`src/hw/mv_limit_defs.svh`:
```
`ifndef MV_LIMIT_DEFS_SVH
`define MV_LIMIT_DEFS_SVH
// ==========================================================================
// Geometry.
`define NUM_CH      2
`define MV_W        16
`define CTRL_W      4
`define ST_W        5
// ==========================================================================
// Per-channel register offsets; channel c sits at byte address 32*c.
`define OFF_CTRL    5'h00
`define OFF_HIGH    5'h04
`define OFF_LOW     5'h08
`define OFF_FAULT   5'h0C
`define OFF_LINK    5'h10
`define OFF_OPER    5'h14
`define OFF_MV      5'h18
`define CH_BIT      5
// Global registers.
`define OFF_STATUS  8'h40
`define OFF_MASK    8'h44
`define OFF_LINKST  8'h48
// ==========================================================================
// Control field positions.
`define CTRL_PID    0
`define CTRL_HC     1
`define CTRL_MAN    2
`define CTRL_LSEL   3
// Status field positions.
`define ST_LINK     0
`define ST_FAULT0   1
`define ST_RANGE0   3
// ==========================================================================
// Reset values: control word, then bound values in units of 0.1 percent.
`define RST_CTRL    4'h1
`define RST_HIGH    16'h03E8
`define RST_ZERO    16'h0000
// Accepted ranges: -50, 1050 and -1050 in units of 0.1 percent.
`define STD_MIN     16'hFFCE
`define ANY_MAX     16'h041A
`define HC_MIN      16'hFBE6
`endif

```
`src/hw/mv_limit_pkg.sv`:
```
`include "mv_limit_defs.svh"
// ==========================================================================
// Types and shared arithmetic of the output limiting stage.
package mv_limit_pkg;
  typedef logic signed [`MV_W-1:0] mv_type;        // Output value, 0.1 percent.
  typedef mv_type [`NUM_CH-1:0]    mv_bus_type;    // One value per channel.
  typedef struct packed {
    logic [`CTRL_W-1:0] ctrl;                      // Mode and selector bits.
    mv_type             high;                      // Upper bound.
    mv_type             low;                       // Lower bound.
    mv_type             fault;                     // Sensor-fault value.
    mv_type             link;                      // Link-loss value.
    mv_type             oper;                      // Operator value.
  } ch_cfg_type;
  typedef struct packed {
    logic        sel;
    logic        enable;
    logic        write;
    logic [7:0]  addr;
    logic [31:0] wdata;
  } apb_req_type;
  typedef struct packed {
    logic setup;                                   // First cycle of a transfer.
    logic access;                                  // Completing cycle.
    logic wr;                                      // Write that takes effect.
  } apb_dec_type;
  typedef struct packed {
    logic [31:0] prdata;
  } apb_state_type;
  typedef struct packed {
    ch_cfg_type [`NUM_CH-1:0] cfg;
    mv_bus_type               mv;
    logic [`ST_W-1:0]         status;
    logic [`ST_W-1:0]         mask;
    logic                     link_prev;
    logic [`NUM_CH-1:0]       fault_prev;
  } core_state_type;
  // True when v lies in [lo, hi], signed.
  function automatic logic in_range(mv_type v, mv_type lo, mv_type hi);
    return (v >= lo) && (v <= hi);
  endfunction : in_range
  // Range of an output value for the selected control type.
  function automatic logic value_ok(logic hc, mv_type v);
    return in_range(v, hc ? `HC_MIN : `STD_MIN, `ANY_MAX);
  endfunction : value_ok
endpackage : mv_limit_pkg

```
`src/hw/mv_limit_and_fallback.sv`:
```
// Added by the designer: register access over APB and the address map.
`timescale 1ns/1ps
`include "mv_limit_defs.svh"
// Notes on behaviour
// - Standard control clamps output between both bounds.
// - Heating/cooling: upper bound limits heating side.
// - Heating/cooling: lower bound limits cooling side.
// - Limiting only under PID; limited value output.
// - Upper bound resets 1000, accepts -50..1050 (0..1050 under heating/cooling).
// - Lower above upper: upper used as lower.
// - Bound writes take effect at once.
// - Bus or watchdog error triggers fallback output.
// - Coupler link failure also triggers fallback.
// - Link-loss fallback only under PID control.
// - Sensor fault drives the sensor-fault value.
// - Link-loss value outranks sensor-fault value.
// - Selector: 0 continue control, 1 preset value.
// - Operator value also clamped to bounds.
module mv_limit_and_fallback (
  input  wire logic                      pclk,
  input  wire logic                      presetn,
  input  wire logic                      psel,
  input  wire logic                      penable,
  input  wire logic                      pwrite,
  input  wire logic [7:0]                paddr,
  input  wire logic [31:0]               pwdata,
  output logic [31:0]                    prdata,
  output logic                           pready,
  output logic                           pslverr,
  input  wire mv_limit_pkg::mv_bus_type  pid_mv,
  input  wire logic [`NUM_CH-1:0]        sensor_fault,
  input  wire logic                      bus_error,
  input  wire logic                      host_wdt_error,
  input  wire logic                      coupler_link_error,
  output mv_limit_pkg::mv_bus_type       mv_out,
  output logic                           link_lost,
  output logic                           irq
);
  // ========================================================================
  // Declarations.
  mv_limit_pkg::core_state_type state_ff;   // All state of the block but the bus read data.
  mv_limit_pkg::core_state_type nxt_state;  // Its next value.
  mv_limit_pkg::apb_req_type    req;        // Bundled bus request.
  mv_limit_pkg::apb_dec_type    dec;        // Decoded bus phases.
  mv_limit_pkg::mv_bus_type     clamp_in;   // Value handed to each clamp.
  mv_limit_pkg::mv_bus_type     clamp_out;  // Clamped value per channel.
  mv_limit_pkg::ch_cfg_type     rcfg;       // Channel picked for readback.
  mv_limit_pkg::mv_type         wv;         // Write data as a value.
  logic [`ST_W-1:0]             events;     // Sticky status set terms.
  logic [`ST_W-1:0]             w1c;        // Status clear terms.
  logic [`NUM_CH-1:0]           rng;        // Refused out-of-range write.
  logic [31:0]                  rd_word;    // Read data for the slave.
  logic                         link_now;   // Host settings not arriving.
  logic                         ch_hit;     // Address hits a channel word.
  logic                         glb_hit;    // Address hits a global word.
  logic                         addr_hit;   // Any mapped word.
  logic                         sel_ch;     // Channel index from address.
  logic [4:0]                   off;        // Offset inside a channel.

  // ========================================================================
  // Bus front end.
  // Zero wait states: every access ends at once.
  assign req = '{sel: psel, enable: penable, write: pwrite,
                 addr: paddr, wdata: pwdata};

  apb_access u_apb (
    .pclk     (pclk),
    .presetn  (presetn),
    .req      (req),
    .addr_hit (addr_hit),
    .rd_word  (rd_word),
    .dec      (dec),
    .prdata   (prdata),
    .pready   (pready),
    .pslverr  (pslverr)
  );

  // ========================================================================
  // One clamp per channel; they run every cycle, so every control update
  // sees bounds as they stand in that very cycle.
  // A bound written now is used from the next edge.
  for (genvar g = 0; g < `NUM_CH; g++) begin : g_clamp
    mv_clamp u_clamp (
      .value_in   (clamp_in[g]),
      .high_bound (state_ff.cfg[g].high),
      .low_bound  (state_ff.cfg[g].low),
      .value_out  (clamp_out[g])
    );
  end

  // ========================================================================
  // Address decode; channel words below 0x40, globals at 0x40..0x48.
  // Bit 5 picks the channel, bits 4:0 the word.
  // Anything else is unmapped and gets a slave error.
  always_comb begin
    sel_ch  = paddr[`CH_BIT];
    off     = paddr[4:0];
    ch_hit  = (paddr[7:6] == 2'h0) && (off <= `OFF_MV) && (paddr[1:0] == 2'h0);
    glb_hit = (paddr == `OFF_STATUS) || (paddr == `OFF_MASK) ||
              (paddr == `OFF_LINKST);
    addr_hit = ch_hit | glb_hit;
  end

  // ========================================================================
  // Read multiplexer; narrow fields sit in the low bits, the rest is zero.
  // Values come back zero-extended; software sign-extends.
  always_comb begin
    rd_word = 32'h0000_0000;
    rcfg    = state_ff.cfg[sel_ch];
    if (ch_hit) begin
      if (off == `OFF_CTRL) begin
        rd_word = {28'h000_0000, rcfg.ctrl};
      end else if (off == `OFF_HIGH) begin
        rd_word = {16'h0000, rcfg.high};
      end else if (off == `OFF_LOW) begin
        rd_word = {16'h0000, rcfg.low};
      end else if (off == `OFF_FAULT) begin
        rd_word = {16'h0000, rcfg.fault};
      end else if (off == `OFF_LINK) begin
        rd_word = {16'h0000, rcfg.link};
      end else if (off == `OFF_OPER) begin
        rd_word = {16'h0000, rcfg.oper};
      end else if (off == `OFF_MV) begin
        rd_word = {16'h0000, state_ff.mv[sel_ch]};
      end
    end else if (paddr == `OFF_STATUS) begin
      rd_word = {27'h000_0000, state_ff.status};
    end else if (paddr == `OFF_MASK) begin
      rd_word = {27'h000_0000, state_ff.mask};
    end else if (paddr == `OFF_LINKST) begin
      rd_word = {31'h0000_0000, state_ff.link_prev};
    end
  end

  // ========================================================================
  // Next-state logic: register writes, fallback selection and status.
  // Ranges use the control type as it stands at the write.
  // A bad value is refused, not clipped, so software notices.
  always_comb begin
    nxt_state = state_ff;
    wv        = pwdata[15:0];
    events    = '0;
    w1c       = '0;
    rng       = '0;
    clamp_in  = '0;
    // Any of the three link faults means settings from the host stop.
    link_now = bus_error | host_wdt_error | coupler_link_error;
    events[`ST_LINK] = link_now & ~state_ff.link_prev;
    nxt_state.link_prev  = link_now;
    nxt_state.fault_prev = sensor_fault;
    // Global writes: status is write-one-to-clear, mask is plain.
    if (dec.wr && (paddr == `OFF_STATUS)) begin
      w1c = pwdata[`ST_W-1:0];
    end else if (dec.wr && (paddr == `OFF_MASK)) begin
      nxt_state.mask = pwdata[`ST_W-1:0];
    end
    for (int c = 0; c < `NUM_CH; c++) begin
      events[`ST_FAULT0 + c] = sensor_fault[c] & ~state_ff.fault_prev[c];
      // Channel writes land in the next cycle's state, no restart needed.
      // An out-of-range value is refused whole and flagged in status.
      if (dec.wr && ch_hit && (sel_ch == 1'(c))) begin
        if (off == `OFF_CTRL) begin
          nxt_state.cfg[c].ctrl = pwdata[`CTRL_W-1:0];
        end else if (off == `OFF_HIGH) begin
          if (mv_limit_pkg::in_range(wv, state_ff.cfg[c].ctrl[`CTRL_HC] ?
              `RST_ZERO : `STD_MIN, `ANY_MAX)) begin
            nxt_state.cfg[c].high = wv;
          end else begin
            rng[c] = 1'b1;
          end
        end else if (off == `OFF_LOW) begin
          if (mv_limit_pkg::in_range(wv, state_ff.cfg[c].ctrl[`CTRL_HC] ?
              `HC_MIN : `STD_MIN, state_ff.cfg[c].ctrl[`CTRL_HC] ?
              `RST_ZERO : `ANY_MAX)) begin
            nxt_state.cfg[c].low = wv;
          end else begin
            rng[c] = 1'b1;
          end
        end else if (off == `OFF_FAULT) begin
          if (mv_limit_pkg::value_ok(state_ff.cfg[c].ctrl[`CTRL_HC], wv)) begin
            nxt_state.cfg[c].fault = wv;
          end else begin
            rng[c] = 1'b1;
          end
        end else if (off == `OFF_LINK) begin
          if (mv_limit_pkg::value_ok(state_ff.cfg[c].ctrl[`CTRL_HC], wv)) begin
            nxt_state.cfg[c].link = wv;
          end else begin
            rng[c] = 1'b1;
          end
        end else if (off == `OFF_OPER) begin
          if (mv_limit_pkg::value_ok(state_ff.cfg[c].ctrl[`CTRL_HC], wv)) begin
            nxt_state.cfg[c].oper = wv;
          end else begin
            rng[c] = 1'b1;
          end
        end
      end
      events[`ST_RANGE0 + c] = rng[c];
      // Manual mode feeds the operator value through the same clamp.
      clamp_in[c] = state_ff.cfg[c].ctrl[`CTRL_MAN] ?
                    state_ff.cfg[c].oper : pid_mv[c];
      // Output selection, highest priority first. Outside PID control the
      // computed value passes untouched and no fallback applies.
      // Fallback values go out unclamped, as the host set them.
      if (!state_ff.cfg[c].ctrl[`CTRL_PID]) begin
        nxt_state.mv[c] = pid_mv[c];
      end else if (link_now && state_ff.cfg[c].ctrl[`CTRL_LSEL]) begin
        nxt_state.mv[c] = state_ff.cfg[c].link;
      end else if (sensor_fault[c]) begin
        nxt_state.mv[c] = state_ff.cfg[c].fault;
      end else begin
        nxt_state.mv[c] = clamp_out[c];
      end
    end
    // A new event wins over a clear in the same cycle.
    nxt_state.status = (state_ff.status & ~w1c) | events;
  end

  // ========================================================================
  // State register; bounds come out of reset for standard control.
  // Only control and upper bound reset to non-zero values.
  always_ff @(posedge pclk or negedge presetn) begin
    if (!presetn) begin
      state_ff <= '0;
      for (int c = 0; c < `NUM_CH; c++) begin
        state_ff.cfg[c].ctrl <= `RST_CTRL;
        state_ff.cfg[c].high <= `RST_HIGH;
      end
    end else begin
      state_ff <= nxt_state;
    end
  end

  // ========================================================================
  // Outputs, all from flops; the interrupt is a level over masked status.
  // Sticky status keeps a one-cycle event from being lost.
  assign mv_out    = state_ff.mv;
  assign link_lost = state_ff.link_prev;
  assign irq       = |(state_ff.status & state_ff.mask);

  // ========================================================================
  // Checks on channel 0; the other channels share the same logic.
  // Each property is sampled on the rising clock edge.
  // Helper terms below feed the assertions only.
  mv_limit_pkg::ch_cfg_type cfg0;   // Channel 0 settings.
  logic                     pid0;   // Channel 0 under PID control.
  logic                     fb0;    // Channel 0 on link-loss value.
  logic                     norm0;  // Channel 0 on the clamp path.
  assign cfg0  = state_ff.cfg[0];
  assign pid0  = cfg0.ctrl[`CTRL_PID];
  assign fb0   = pid0 & link_now & cfg0.ctrl[`CTRL_LSEL];
  assign norm0 = pid0 & ~fb0 & ~sensor_fault[0];
endmodule : mv_limit_and_fallback

```
`src/hw/mv_clamp.sv`:
```
`timescale 1ns/1ps
// ==========================================================================
// Combinational clamp; an inverted pair of bounds collapses onto the upper.
module mv_clamp (
  input  wire mv_limit_pkg::mv_type value_in,
  input  wire mv_limit_pkg::mv_type high_bound,
  input  wire mv_limit_pkg::mv_type low_bound,
  output mv_limit_pkg::mv_type      value_out
);
  mv_limit_pkg::mv_type eff_low;   // Lower bound as used by control.

  // The upper bound wins over a larger lower bound.
  always_comb begin
    eff_low = (low_bound > high_bound) ? high_bound : low_bound;
    if (value_in > high_bound) begin
      value_out = high_bound;
    end else if (value_in < eff_low) begin
      value_out = eff_low;
    end else begin
      value_out = value_in;
    end
  end
endmodule : mv_clamp

```
`src/hw/apb_access.sv`:
```
`timescale 1ns/1ps
// ==========================================================================
// APB slave front end: zero wait states, read data captured at setup.
module apb_access (
  input  wire logic                       pclk,
  input  wire logic                       presetn,
  input  wire mv_limit_pkg::apb_req_type  req,
  input  wire logic                       addr_hit,
  input  wire logic [31:0]                rd_word,
  output mv_limit_pkg::apb_dec_type       dec,
  output logic [31:0]                     prdata,
  output logic                            pready,
  output logic                            pslverr
);
  mv_limit_pkg::apb_state_type state_ff;   // Registered read data.
  mv_limit_pkg::apb_state_type nxt_state;  // Its next value.

  // Read data is taken in the setup cycle, so prdata comes from a flop
  // yet no wait state is needed; the value is the one seen at setup.
  always_comb begin
    nxt_state  = state_ff;
    dec.setup  = req.sel & ~req.enable;
    dec.access = req.sel & req.enable;
    dec.wr     = dec.access & req.write & addr_hit;
    if (dec.setup && !req.write) begin
      nxt_state.prdata = addr_hit ? rd_word : 32'h0000_0000;
    end
    pready  = 1'b1;
    pslverr = dec.access & ~addr_hit;
    prdata  = state_ff.prdata;
  end

  // State register.
  always_ff @(posedge pclk or negedge presetn) begin
    if (!presetn) begin
      state_ff <= '0;
    end else begin
      state_ff <= nxt_state;
    end
  end
endmodule : apb_access

```
`config.mk`:
```
export PLATFORM = sky130hd
export DESIGN_NAME = mv_limit_and_fallback
export DESIGN_NICKNAME = d
export VERILOG_FILES = /design/src/hw/mv_limit_pkg.sv /design/src/hw/mv_limit_and_fallback.sv /design/src/hw/mv_clamp.sv /design/src/hw/apb_access.sv
export VERILOG_INCLUDE_DIRS = /design/src /design/src/hw
export SDC_FILE = /design/constraint.sdc
export NUM_CORES = 1
export LEC_CHECK = 0
export ABC_AREA = 0
export BUFFER_PORTS_ARGS = -buffer_cell sky130_fd_sc_hd__clkbuf_2
export CAP_MARGIN = 20
export CELL_PAD_IN_SITES_DETAIL_PLACEMENT = 0
export CELL_PAD_IN_SITES_GLOBAL_PLACEMENT = 1
export CORE_UTILIZATION = 44
export CTS_BUF_LIST = sky130_fd_sc_hd__clkbuf_4
export CTS_CLUSTER_DIAMETER = 40
export DETAILED_ROUTE_END_ITERATION = 10
export PLACE_DENSITY_LB_ADDON = 0.08
export SLEW_MARGIN = 5
export SYNTH_ARGS = -nofsm -noshare
export SYNTH_HDL_FRONTEND = slang
export SYNTH_SLANG_ARGS = --single-unit
```
`constraint.sdc`:
```
create_clock -name pclk -period 4.15 [get_ports pclk]
set_clock_uncertainty 0.2 [all_clocks]
set_input_delay 0.83 -clock pclk [delete_from_list [all_inputs] [get_ports pclk]]
set_output_delay 0.83 -clock pclk [all_outputs]
set_load 0.01 [all_outputs]
```
# Word level (Yosys, flattened, before mapping)
# Index checks and enable logic that the tools add are counted.
# word_totals
register_bits,245
elab_cells,163
output_inout_bits,68
inputBits,82
# op_classes
magnitude_cmp,15
n_mux,57
n_reduce_logical,36
n_eq_ne,9
n_bitwise,27
# ops
operator,n
$mux W16,25
$mux W84,2
$gt A16 B16 Y1,4
$mux W32,2
$mux W11,4
$ge A16 B12 Y1,2
$ge A16 B16 Y1,2
$le A16 B12 Y1,2
$lt A16 B16 Y1,2
$eq A8 B7 Y1 const B,3
$mux W1,21
$le A16 B12 Y1 const B,1
$logic_and A1 B1 Y1,16
$reduce_and A8 Y1,2
$eq A5 B5 Y1 const B,3
$mux W5,3
$reduce_and A7 Y1,2
$not A1 Y1,12
$reduce_and A6 Y1,2
$and A5 B5 Y5,2
$eq A5 B4 Y1 const B,2
$reduce_and A5 Y1,2
$and A1 B1 Y1,8
$reduce_and A4 Y1,2
other kinds (12),18

# Depth between registers and ports, before layout
# Gate-level depths: netlist of run 1.
# logic_depth
ltp_word,12
depth_mapped,22
ltp_nobuf,19

# By module
# From an unflattened synthesis of run 1, not the netlist that was laid out.
# hier_totals
cells_unflattened,1634
area_unflattened_um2,17324.1
# by_module_without_submodules
module,cells_per_inst,seq_area_each_um2,area_per_inst_um2,n_inst
mv_limit_and_fallback,1075,5347.6,12320.6,1
mv_clamp,208,0.0,1736.7,2
apb_access,143,800.8,1530.2,1

# Worst setup path after synthesis of run 1
# OpenSTA, ideal clock, no wires.
# synth_path
path_type,reg-to-reg
from,reg state_ff[198] (netlist name)
to,"reg state_ff, in the netlist mv_out[21]"
path_slack_ps,-324
setup_ps,118
n_path_buf,3
synth_period_minus_slack_ps,4474
path_stages_with_launch,22
t_arrival_ps,4155
required_ps,3832
cell_sequence,dfstp_2 > inv_1 > ha_1 > a21o_1 > a21o_1 > a21oi_1 > o221ai_1 > or3_1 > nand2_1 > clkbuf_1 > o21a_1 > ha_1 > nand2b_1 > a211oi_1 > a211oi_1 > a32oi_1 > a2111oi_0 > nand3b_1 > buf_2 > buf_4 > mux2i_1 > nor2_1
# synth_rtl
item,line_no,rtl
from (decl),mv_limit_and_fallback.sv:41,mv_limit_pkg::core_state_type state_ff;
from (signal assigned),mv_limit_and_fallback.sv:231,state_ff <= nxt_state;

==> results.md, run 1 <==
* Max Root-Sink Buffers at 3
* Fraction of final layout cells with drive strength greater than 1 at 0.362
* Launch point of the worst hold path: pid_mv[7]
* Endpoint class of the critical path: register
* Number of standard cells after synthesis at 1762
* Yosys reg bits at 229
* Kind of start point of the critical path: register
* Hold Slack at 0.172 ns
* Total clock buffers created by CTS at 70
* Number of maximum-capacitance constraint violations at 0
* Count leader, synth: dfrtp_1
* Share of total power in the clock network at 0.447
* Vias in the first global route at 15374
* Core area at 37600 um^2
* Maximum fanout along the worst path at 6
* Cell internal pwr at 0.00390 W
* Worst-path clk slew at 0.06 ns
* Syn Std Cell Area at 16800 um^2
* Routed length per placed instance at 22.8 um
* Worst VDD drop at 0.196 mV
* Number of endpoints with negative hold slack in the final report at 0
* Buffers on Ports at 116
* Mean post-synth cell area at 9.51 um^2
* Number of warnings printed during yosys synthesis at 0
* RSZ-0062 raised after global routing: true
* First-pass GRT wire length at 92.2 mm
* Outcome: finished with violations
* Die X-Extent at 197 um
* Worst endpoint required time at 4.56 ns
* Fraction of power consumed by combinational cells at 0.133
* Global-route usage over all layers at 0.316
* Initial detailed-routing violation count at 1205
* Remaining DRCs at 0
* Slowest stage delay, CP at 0.53 ns
* Clock tree from TritonCTS: yes
* Half-perimeter wire length of the detailed placement result at 46.0 mm
* Min setup slack post-route at -0.273 ns
* Core Util, Final at 0.559
* Area occupied by multi-input gates at 10600 um^2
* Count of nets after finishing at 2288
* Die span in y at 197 um
* Area taken by flip-flops and latches at 5750 um^2
* Area delta synth->final at 25.3%
* EDFF count, synth at 0
* Area share of the leading cell type in the synthesized netlist at 0.321
* Switching pwr at 0.00154 W
* Sum of overflow across all layers after global routing at 0
* Fraction of power spent switching nets at 0.284
* Overall die area at 38900 um^2
* Final weighted congestion of routability-driven global placement at 0.955
* Final period demand of the worst path at 4.42 ns
* Start point of the critical path: cfg0[70]$_DFFE_PN1P_
* Maximum frequency from static timing analysis at 0.226 GHz
* Data arrival, critical path at 4.83 ns
* Routed Wire Length at 60.5 mm
* Largest net degree at the start of global routing at 89
* FILL cells at 3473
* Transition at the pin with the smallest max-transition slack at 0.836 ns
* Main flop type after synthesis: dfrtp_1
* Share of power burned in registers at 0.420
* Sequential-to-total area share from yosys stat at 0.343
* Relative slew margins at 0.442
* Path category of the worst min-delay check: primary input to register
* FP Rows at 71
* Number of endpoints failing setup at the final stage at 32
* Violated checks: setup timing
* Cell type with the highest aggregate area in the netlist: dfrtp_1
* Critical register-to-register path startpoint: cfg0[70]$_DFFE_PN1P_
* Initial antenna violation count at 3
* Ratio of final minimum period to clock period at 1.07
* Cells taking the most area after synthesis: dfrtp_1, ha_1, mux2_2
* Top post-synthesis cells by count: dfrtp_1, nand2_1, mux2_2
* Clock sink count at 229
* Count of unique library cells instantiated by Yosys at 84
* Clock latency on the worst-skew pair at 0.77 ns
* Reported leakage power at 10.1 nW
* Vias per Instance at 5.86
* Category of the most critical setup path: register to register
* Number of levels the H-tree was split into at 3
* Root buf cell: clkbuf_4
* Max Transition Viols Final at 0
* Antenna-violating nets left at 0
* Synth async-reset ratio at 1.00
* Standard cell with the maximum stage delay on the critical path: dfstp_2
* Via total after detailed routing at 15511
* Count of pins on the block boundary at 150
* Starting utilization of the core area at 0.446
* Worst Setup Slack post-DPL at -0.479 ns
* Critical path cell sequence: inv_2 > ha_4 > nand4_1 > buf_4 > a2111o_1 > a31oi_4 > nor2_4 > buf_6 > buf_8 > mux2i_4 > ha_4 > a21oi_2 > nor2b_1 > o21ai_2 > a21oi_2 > nor2_2 > a21oi_4 > buf_12 > mux2i_2 > o311ai_2
* First-pass iteration count of the detailed router at 6
* Power density over cell area at 259 nW/um^2
cells in the final DEF (no fill, tap or decap), types with 11 or more instances in the layout:
cell type / n
a21o_1: 49
a21oi_1: 72
a21oi_2: 11
a221o_1: 11
a222oi_1: 32
and2_1: 16
buf_4: 251
clkbuf_2: 114
clkbuf_4: 106
clkinv_1: 11
conb_1: 17
dfrtp_1: 215
dfstp_2: 14
ha_1: 101
ha_4: 23
inv_1: 56
inv_2: 12
mux2_1: 20
mux2_2: 127
mux2i_1: 87
nand2_1: 170
nand2b_1: 22
nand3_1: 17
nand4_1: 22
nor2_1: 96
nor2b_1: 13
nor3_1: 26
o211ai_1: 34
o21a_1: 20
o21ai_0: 103
o21ai_1: 12
o221ai_1: 21
or4_1: 16
path summary, 6_finish.rpt:
check                      slack, ns  depth (start not counted)                        end
min                             0.17                          3        mv_out[7]$_DFF_PN0_
min reg2reg                     0.21                          1      state_ff[9]$_DFF_PN0_
min in group asynchronous       0.48                          2  state_ff[138]$_DFFE_PN0P_
max reg2reg                    -0.27                         20       mv_out[14]$_DFF_PN0_
max in group asynchronous       2.34                          3  state_ff[196]$_DFFE_PN1P_
max                            -0.27                         20       mv_out[14]$_DFF_PN0_
critical path: cells and delay by family, from the launching register on:
family | cells | cell delay (ns)
adders and majority gates | 2 | 0.54
buffers and inverters | 5 | 0.66
AOI/OAI and AO/OA | 7 | 1.43
DFF | 1 | 0.53
muxes | 2 | 0.43
and+or+nand+nor | 4 | 0.43
metal layers:
metal | part of all wire | track usage
met4 | 0.025 | 0.0947
met1 | 0.47 | 0.454
met5 | 0 | 0
met3 | 0.062 | 0.0446
met2 | 0.44 | 0.492
sequential cells by signal, indices dropped and copies added, names as in the netlist:
signal and cells:
state_ff 96, cfg0 84, mv_out 32, u_apb.prdata 16, link_lost 1
repair_timing:
| item | 4_1_cts | 5_1_grt |
|---|---|---|
| hold buffers | 1 | 0 |
| endpoints found under the setup margin | 32 | 32 |
| gates cloned | 3 | 0 |
| hold endpoints to repair | 83 | 0 |
| setup buffers | 26 | 7 |
| pin swaps | 44 | 37 |
| gates resized for setup | 82 | 42 |
logic make-up after synthesis:
group | count (synthesis) | share of synthesized area
multiplexers | 255 | 0.166
other | 2 | 0.000448
AND/OR/NAND/NOR | 463 | 0.140
buffers and inverters | 223 | 0.0656
adder cells (fa/ha/maj) | 124 | 0.0926
flip-flops | 229 | 0.343
AO/OA/AOI/OAI | 466 | 0.192
power by group through the flow:
stage / Clock (W) / Sequential (W) / Combinational [W]
6_report: 0.00243 / 0.00229 / 0.000722
5_1_grt: 0.00261 / 0.00229 / 0.000787
4_1_cts: 0.00250 / 0.00229 / 0.000716
3_5_place_dp: 0 / 0.00233 / 0.000666
3_3_place_gp: 0 / 0.00233 / 0.000658
2_1_floorplan: 0 / 0.00231 / 0.000409
per-stage QoR:
stage | power (W) | area [um^2] | cells | TNS (ns)
after floorplan | 0.00272 | 16900 | 1777 | 0
after global placement | 0.00298 | 19100 | 2488 | -9.86
after detailed placement | 0.00299 | 19100 | 2488 | -11.55
after CTS | 0.00550 | 20800 | 2641 | -3.83
after global routing | 0.00568 | 21000 | 2649 | -9.42
final | 0.00544 | 21000 | 2649 | -5.16
layout make-up:
class                   count  area share
diodes                      3    0.000358
clock buffers             106      0.0379
clock inverters            19     0.00763
inverters                  68      0.0122
multi-input cells        1326       0.505
flip-flops and latches    229       0.274
well taps                 511      0.0305
repair buffers            387       0.133
(Power assumes the default switching activity.)
==> run 2, diff against run 1 <==
--- a/config.mk
+++ b/config.mk
@@ -11,7 +11,7 @@
 export CAP_MARGIN = 20
 export CELL_PAD_IN_SITES_DETAIL_PLACEMENT = 0
 export CELL_PAD_IN_SITES_GLOBAL_PLACEMENT = 1
-export CORE_UTILIZATION = 44
+export CORE_UTILIZATION = 45
 export CTS_BUF_LIST = sky130_fd_sc_hd__clkbuf_4
 export CTS_CLUSTER_DIAMETER = 40
 export DETAILED_ROUTE_END_ITERATION = 10
@@ -19,4 +19,5 @@
 export SLEW_MARGIN = 5
 export SYNTH_ARGS = -nofsm -noshare
 export SYNTH_HDL_FRONTEND = slang
+export SYNTH_HIERARCHICAL = 1
 export SYNTH_SLANG_ARGS = --single-unit
==> run 2 against run 1 <==
Net effect:
- the run still ends with setup timing left
- synthesized cell count fell by 7.3%
- final area rose by 1.9%
- synthesized area rose by 3.4%
==> results.md, run 2 <==
* Core area at 37800 um^2 (+0.47%)
* Via total after detailed routing at 14648 (-5.6%)
* Standard cell with the maximum stage delay on the critical path: or4_4
* Clock latency on the worst-skew pair at 0.77 ns (about the same)
* Maximum fanout along the worst path at 7 (+1)
* Count of placed standard cells including taps at 2379 (-4.4%)
* Remaining DRCs at 0 (unchanged)
* Routed length per placed instance at 23.3 um (+2.2%)
* Met3 GRT Util at 0.0593 (+0.0147)
* Largest net degree at the start of global routing at 106 (+19%)
* Outcome: finished with violations
* Total clock buffers created by CTS at 76 (+8.6%)
* Commonest cells after routing, fill and taps aside: dfrtp_1, buf_4, mux2i_1
* Relative slew margins at 0.445 (+0.00283)
* Clock sink count at 245 (+7.0%)
* Global-route usage over all layers at 0.306 (-0.0105)
* Die span in y at 198 um (+0.53%)
* Number of warnings printed during yosys synthesis at 6 (+6)
* Clock tree from TritonCTS: yes
* Register name with the most flops: state_ff
* Fraction of final layout cells with drive strength greater than 1 at 0.415 (+0.0533)
* Max Transition Viols Final at 0 (unchanged)
* Met2 Track Usage GR at 0.455 (-0.0363)
* Transition at the pin with the smallest max-transition slack at 0.826 ns (-0.00984 ns)
* Power density over cell area at 263 nW/um^2 (+1.7%)
* Min setup slack post-route at -1.18 ns (-0.910 ns)
* First-pass iteration count of the detailed router at 5 (-1)
* Number of maximum-capacitance constraint violations at 0 (unchanged)
* Top Usage Layer GRT: met2
* Starting utilization of the core area at 0.459 (+0.0128)
* Worst-path clk slew at 0.07 ns (about the same)
* Routed Wire Length at 59.4 mm (-1.9%)
* Count of pins on the block boundary at 150 (unchanged)
* Sum of overflow across all layers after global routing at 0 (unchanged)
* Final instance count without filler cells at 2545 (-3.9%)
* Ratio of final minimum period to clock period at 1.29 (+0.219)
* Reported leakage power at 10.3 nW (+2.1%)
* Root buf cell: clkbuf_4
* Syn Std Cell Area at 17300 um^2 (+3.4%)
* Worst endpoint required time at 4.59 ns (+0.03 ns)
* Total power at 0.00563 W (+3.6%)
* Max Root-Sink Buffers at 3 (unchanged)
* Data arrival, critical path at 5.78 ns (+0.95 ns)
* Routing usage on met1 at 0.448 (-0.00623)
* Violated checks: setup timing
* Maximum frequency from static timing analysis at 0.188 GHz (-17%)
* Most repeated library cell on the critical path: nand4_1
* Number of endpoints with negative hold slack in the final report at 0 (unchanged)
* Buffers on Ports at 132 (+14%)
* Mean post-synth cell area at 10.6 um^2 (+12%)
* Antenna-violating nets left at 0 (unchanged)
* Category of the most critical setup path: register to register
* Number of standard cells after synthesis at 1633 (-7.3%)
* Initial detailed-routing violation count at 1062 (-12%)
* First-pass GRT wire length at 88.7 mm (-3.7%)
* RSZ-0062 raised after global routing: true
* Endpoint class of the critical path: register
* Critical path cell sequence: inv_2 > ha_4 > nand4_1 > nor4_4 > a21boi_4 > or4_4 > and3_4 > buf_4 > mux2i_1 > ha_1 > nand4_1 > nor2_2 > o22a_1 > nand4_1 > a41oi_2 > a21boi_4 > or2_4 > clkbuf_16 > o22a_2 > o22a_2 > mux2i_1 > a21oi_1 > mux2_2
* Vias in the first global route at 14330 (-6.8%)
* Number of endpoints failing setup at the final stage at 32 (unchanged)
* Most common cell after layout, fill and taps aside: dfrtp_1
* Max reg flops at 96 (unchanged)
* Path category of the worst min-delay check: primary input to register
* Worst VDD drop at 0.164 mV (-16%)
* FP Rows at 71 (unchanged)
* Final weighted congestion of routability-driven global placement at 0.914 (-4.3%)
* Slowest stage delay, CP at 0.57 ns (+0.04 ns)
* Overall die area at 39300 um^2 (+1.1%)
* Count of nets after finishing at 2181 (-4.7%)
* Vias per Instance at 5.76 (-1.7%)
* Area delta synth->final at 23.5%
* Worst Setup Slack post-DPL at -1.27 ns (-0.796 ns)
* Kind of start point of the critical path: register
* Die X-Extent at 198 um (+0.53%)
* Number of levels the H-tree was split into at 3 (unchanged)
* Half-perimeter wire length of the detailed placement result at 44.8 mm (-2.5%)
* Setup TNS after final layout at -34.86 ns (-29.69 ns)
* Final period demand of the worst path at 5.33 ns (+0.910 ns)
* FILL cells at 3367 (-3.1%)
* Initial antenna violation count at 2 (-1)
## run 2: cell count changes in the layout (fill, tap and decap cells not counted), moves of 30 or more
cell / delta
mux2i_1: +106
inv_1: +30
mux2_2: +61
buf_4: -34
o21ai_0: -57
a222oi_1: -31
nand2_1: -80
o22a_1: +45
o22ai_1: +37
## run 2: timing repair
item                       CTS  global route
buffers inserted            19             7
setup endpoints to repair   32            32
gates cloned                 4             1
hold endpoints to repair    74             0
pin swaps                   39            74
gates resized for setup     34            33
hold buffers                 1             0
## run 2: worst max-delay path, delay by kind of cell (launching register included)
family          cells  cell delay [ns]
mux                 3             0.52
compound gates      7             1.23
fa+ha+maj           2             0.51
buf+inv             3             0.38
flops               1             0.54
simple gates        8             1.82
## run 2: final cells by class
type	instances	area (um^2)	share of cell area
Multi-Input combinational cell	1182	10600	0.495
Sequential cell	245	6150	0.288
Timing Repair Buffer	373	2680	0.126
Clock buffer	116	871	0.0407
Tap cell	511	639	0.0299
Inverter	97	364	0.0170
Clock inverter	19	81.3	0.00380
Antenna cell	2	5.00	0.000234
## run 2: path summary, 6_finish.rpt
| check | start | end | slack (ns) | cells past startpoint |
|---|---|---|---|---|
| worst max-delay path | cfg0[72]$_DFFE_PN1P_ | mv_out[3]$_DFF_PN0_ | -1.18 | 23 |
| worst min-delay path | pid_mv[26] | mv_out[26]$_DFF_PN0_ | 0.12 | 2 |
| worst max register to register | cfg0[72]$_DFFE_PN1P_ | mv_out[3]$_DFF_PN0_ | -1.18 | 23 |
| worst min register to register | state_ff[0]$_DFF_PN0_ | state_ff[9]$_DFF_PN0_ | 0.20 | 1 |
| max in group asynchronous | presetn | cfg0[73]$_DFFE_PN1P_ | 2.30 | 3 |
| min in group asynchronous | presetn | u_apb/prdata[1]$_DFFE_PN0P_ | 0.46 | 2 |
## run 2: metrics by stage
step | utilization | hold slack (ns) | area (um^2)
after floorplan | - | 0.200 | 17600
after global placement | 0.527 | 0.203 | 19900
after detailed placement | 0.527 | 0.212 | 19900
after CTS | 0.560 | 0.0653 | 21200
after global routing | 0.566 | 0.0757 | 21400
final | 0.566 | 0.117 | 21400
## run 2: routing by layer
| metal | vias up | wire [um] |
|---|---|---|
| li1 | 6751 | - |
| met1 | 7270 | 28100 |
| met2 | 553 | 26000 |
| met3 | 72 | 4290 |
| met4 | 2 | 1000 |
| met5 | - | 13 |
## run 2: where the power goes
group / internal [W] / switching, W / total [W]
registers: 0.00241 / 0.0000257 / 0.00244
logic: 0.000348 / 0.000449 / 0.000796
clock network: 0.00127 / 0.00113 / 0.00240
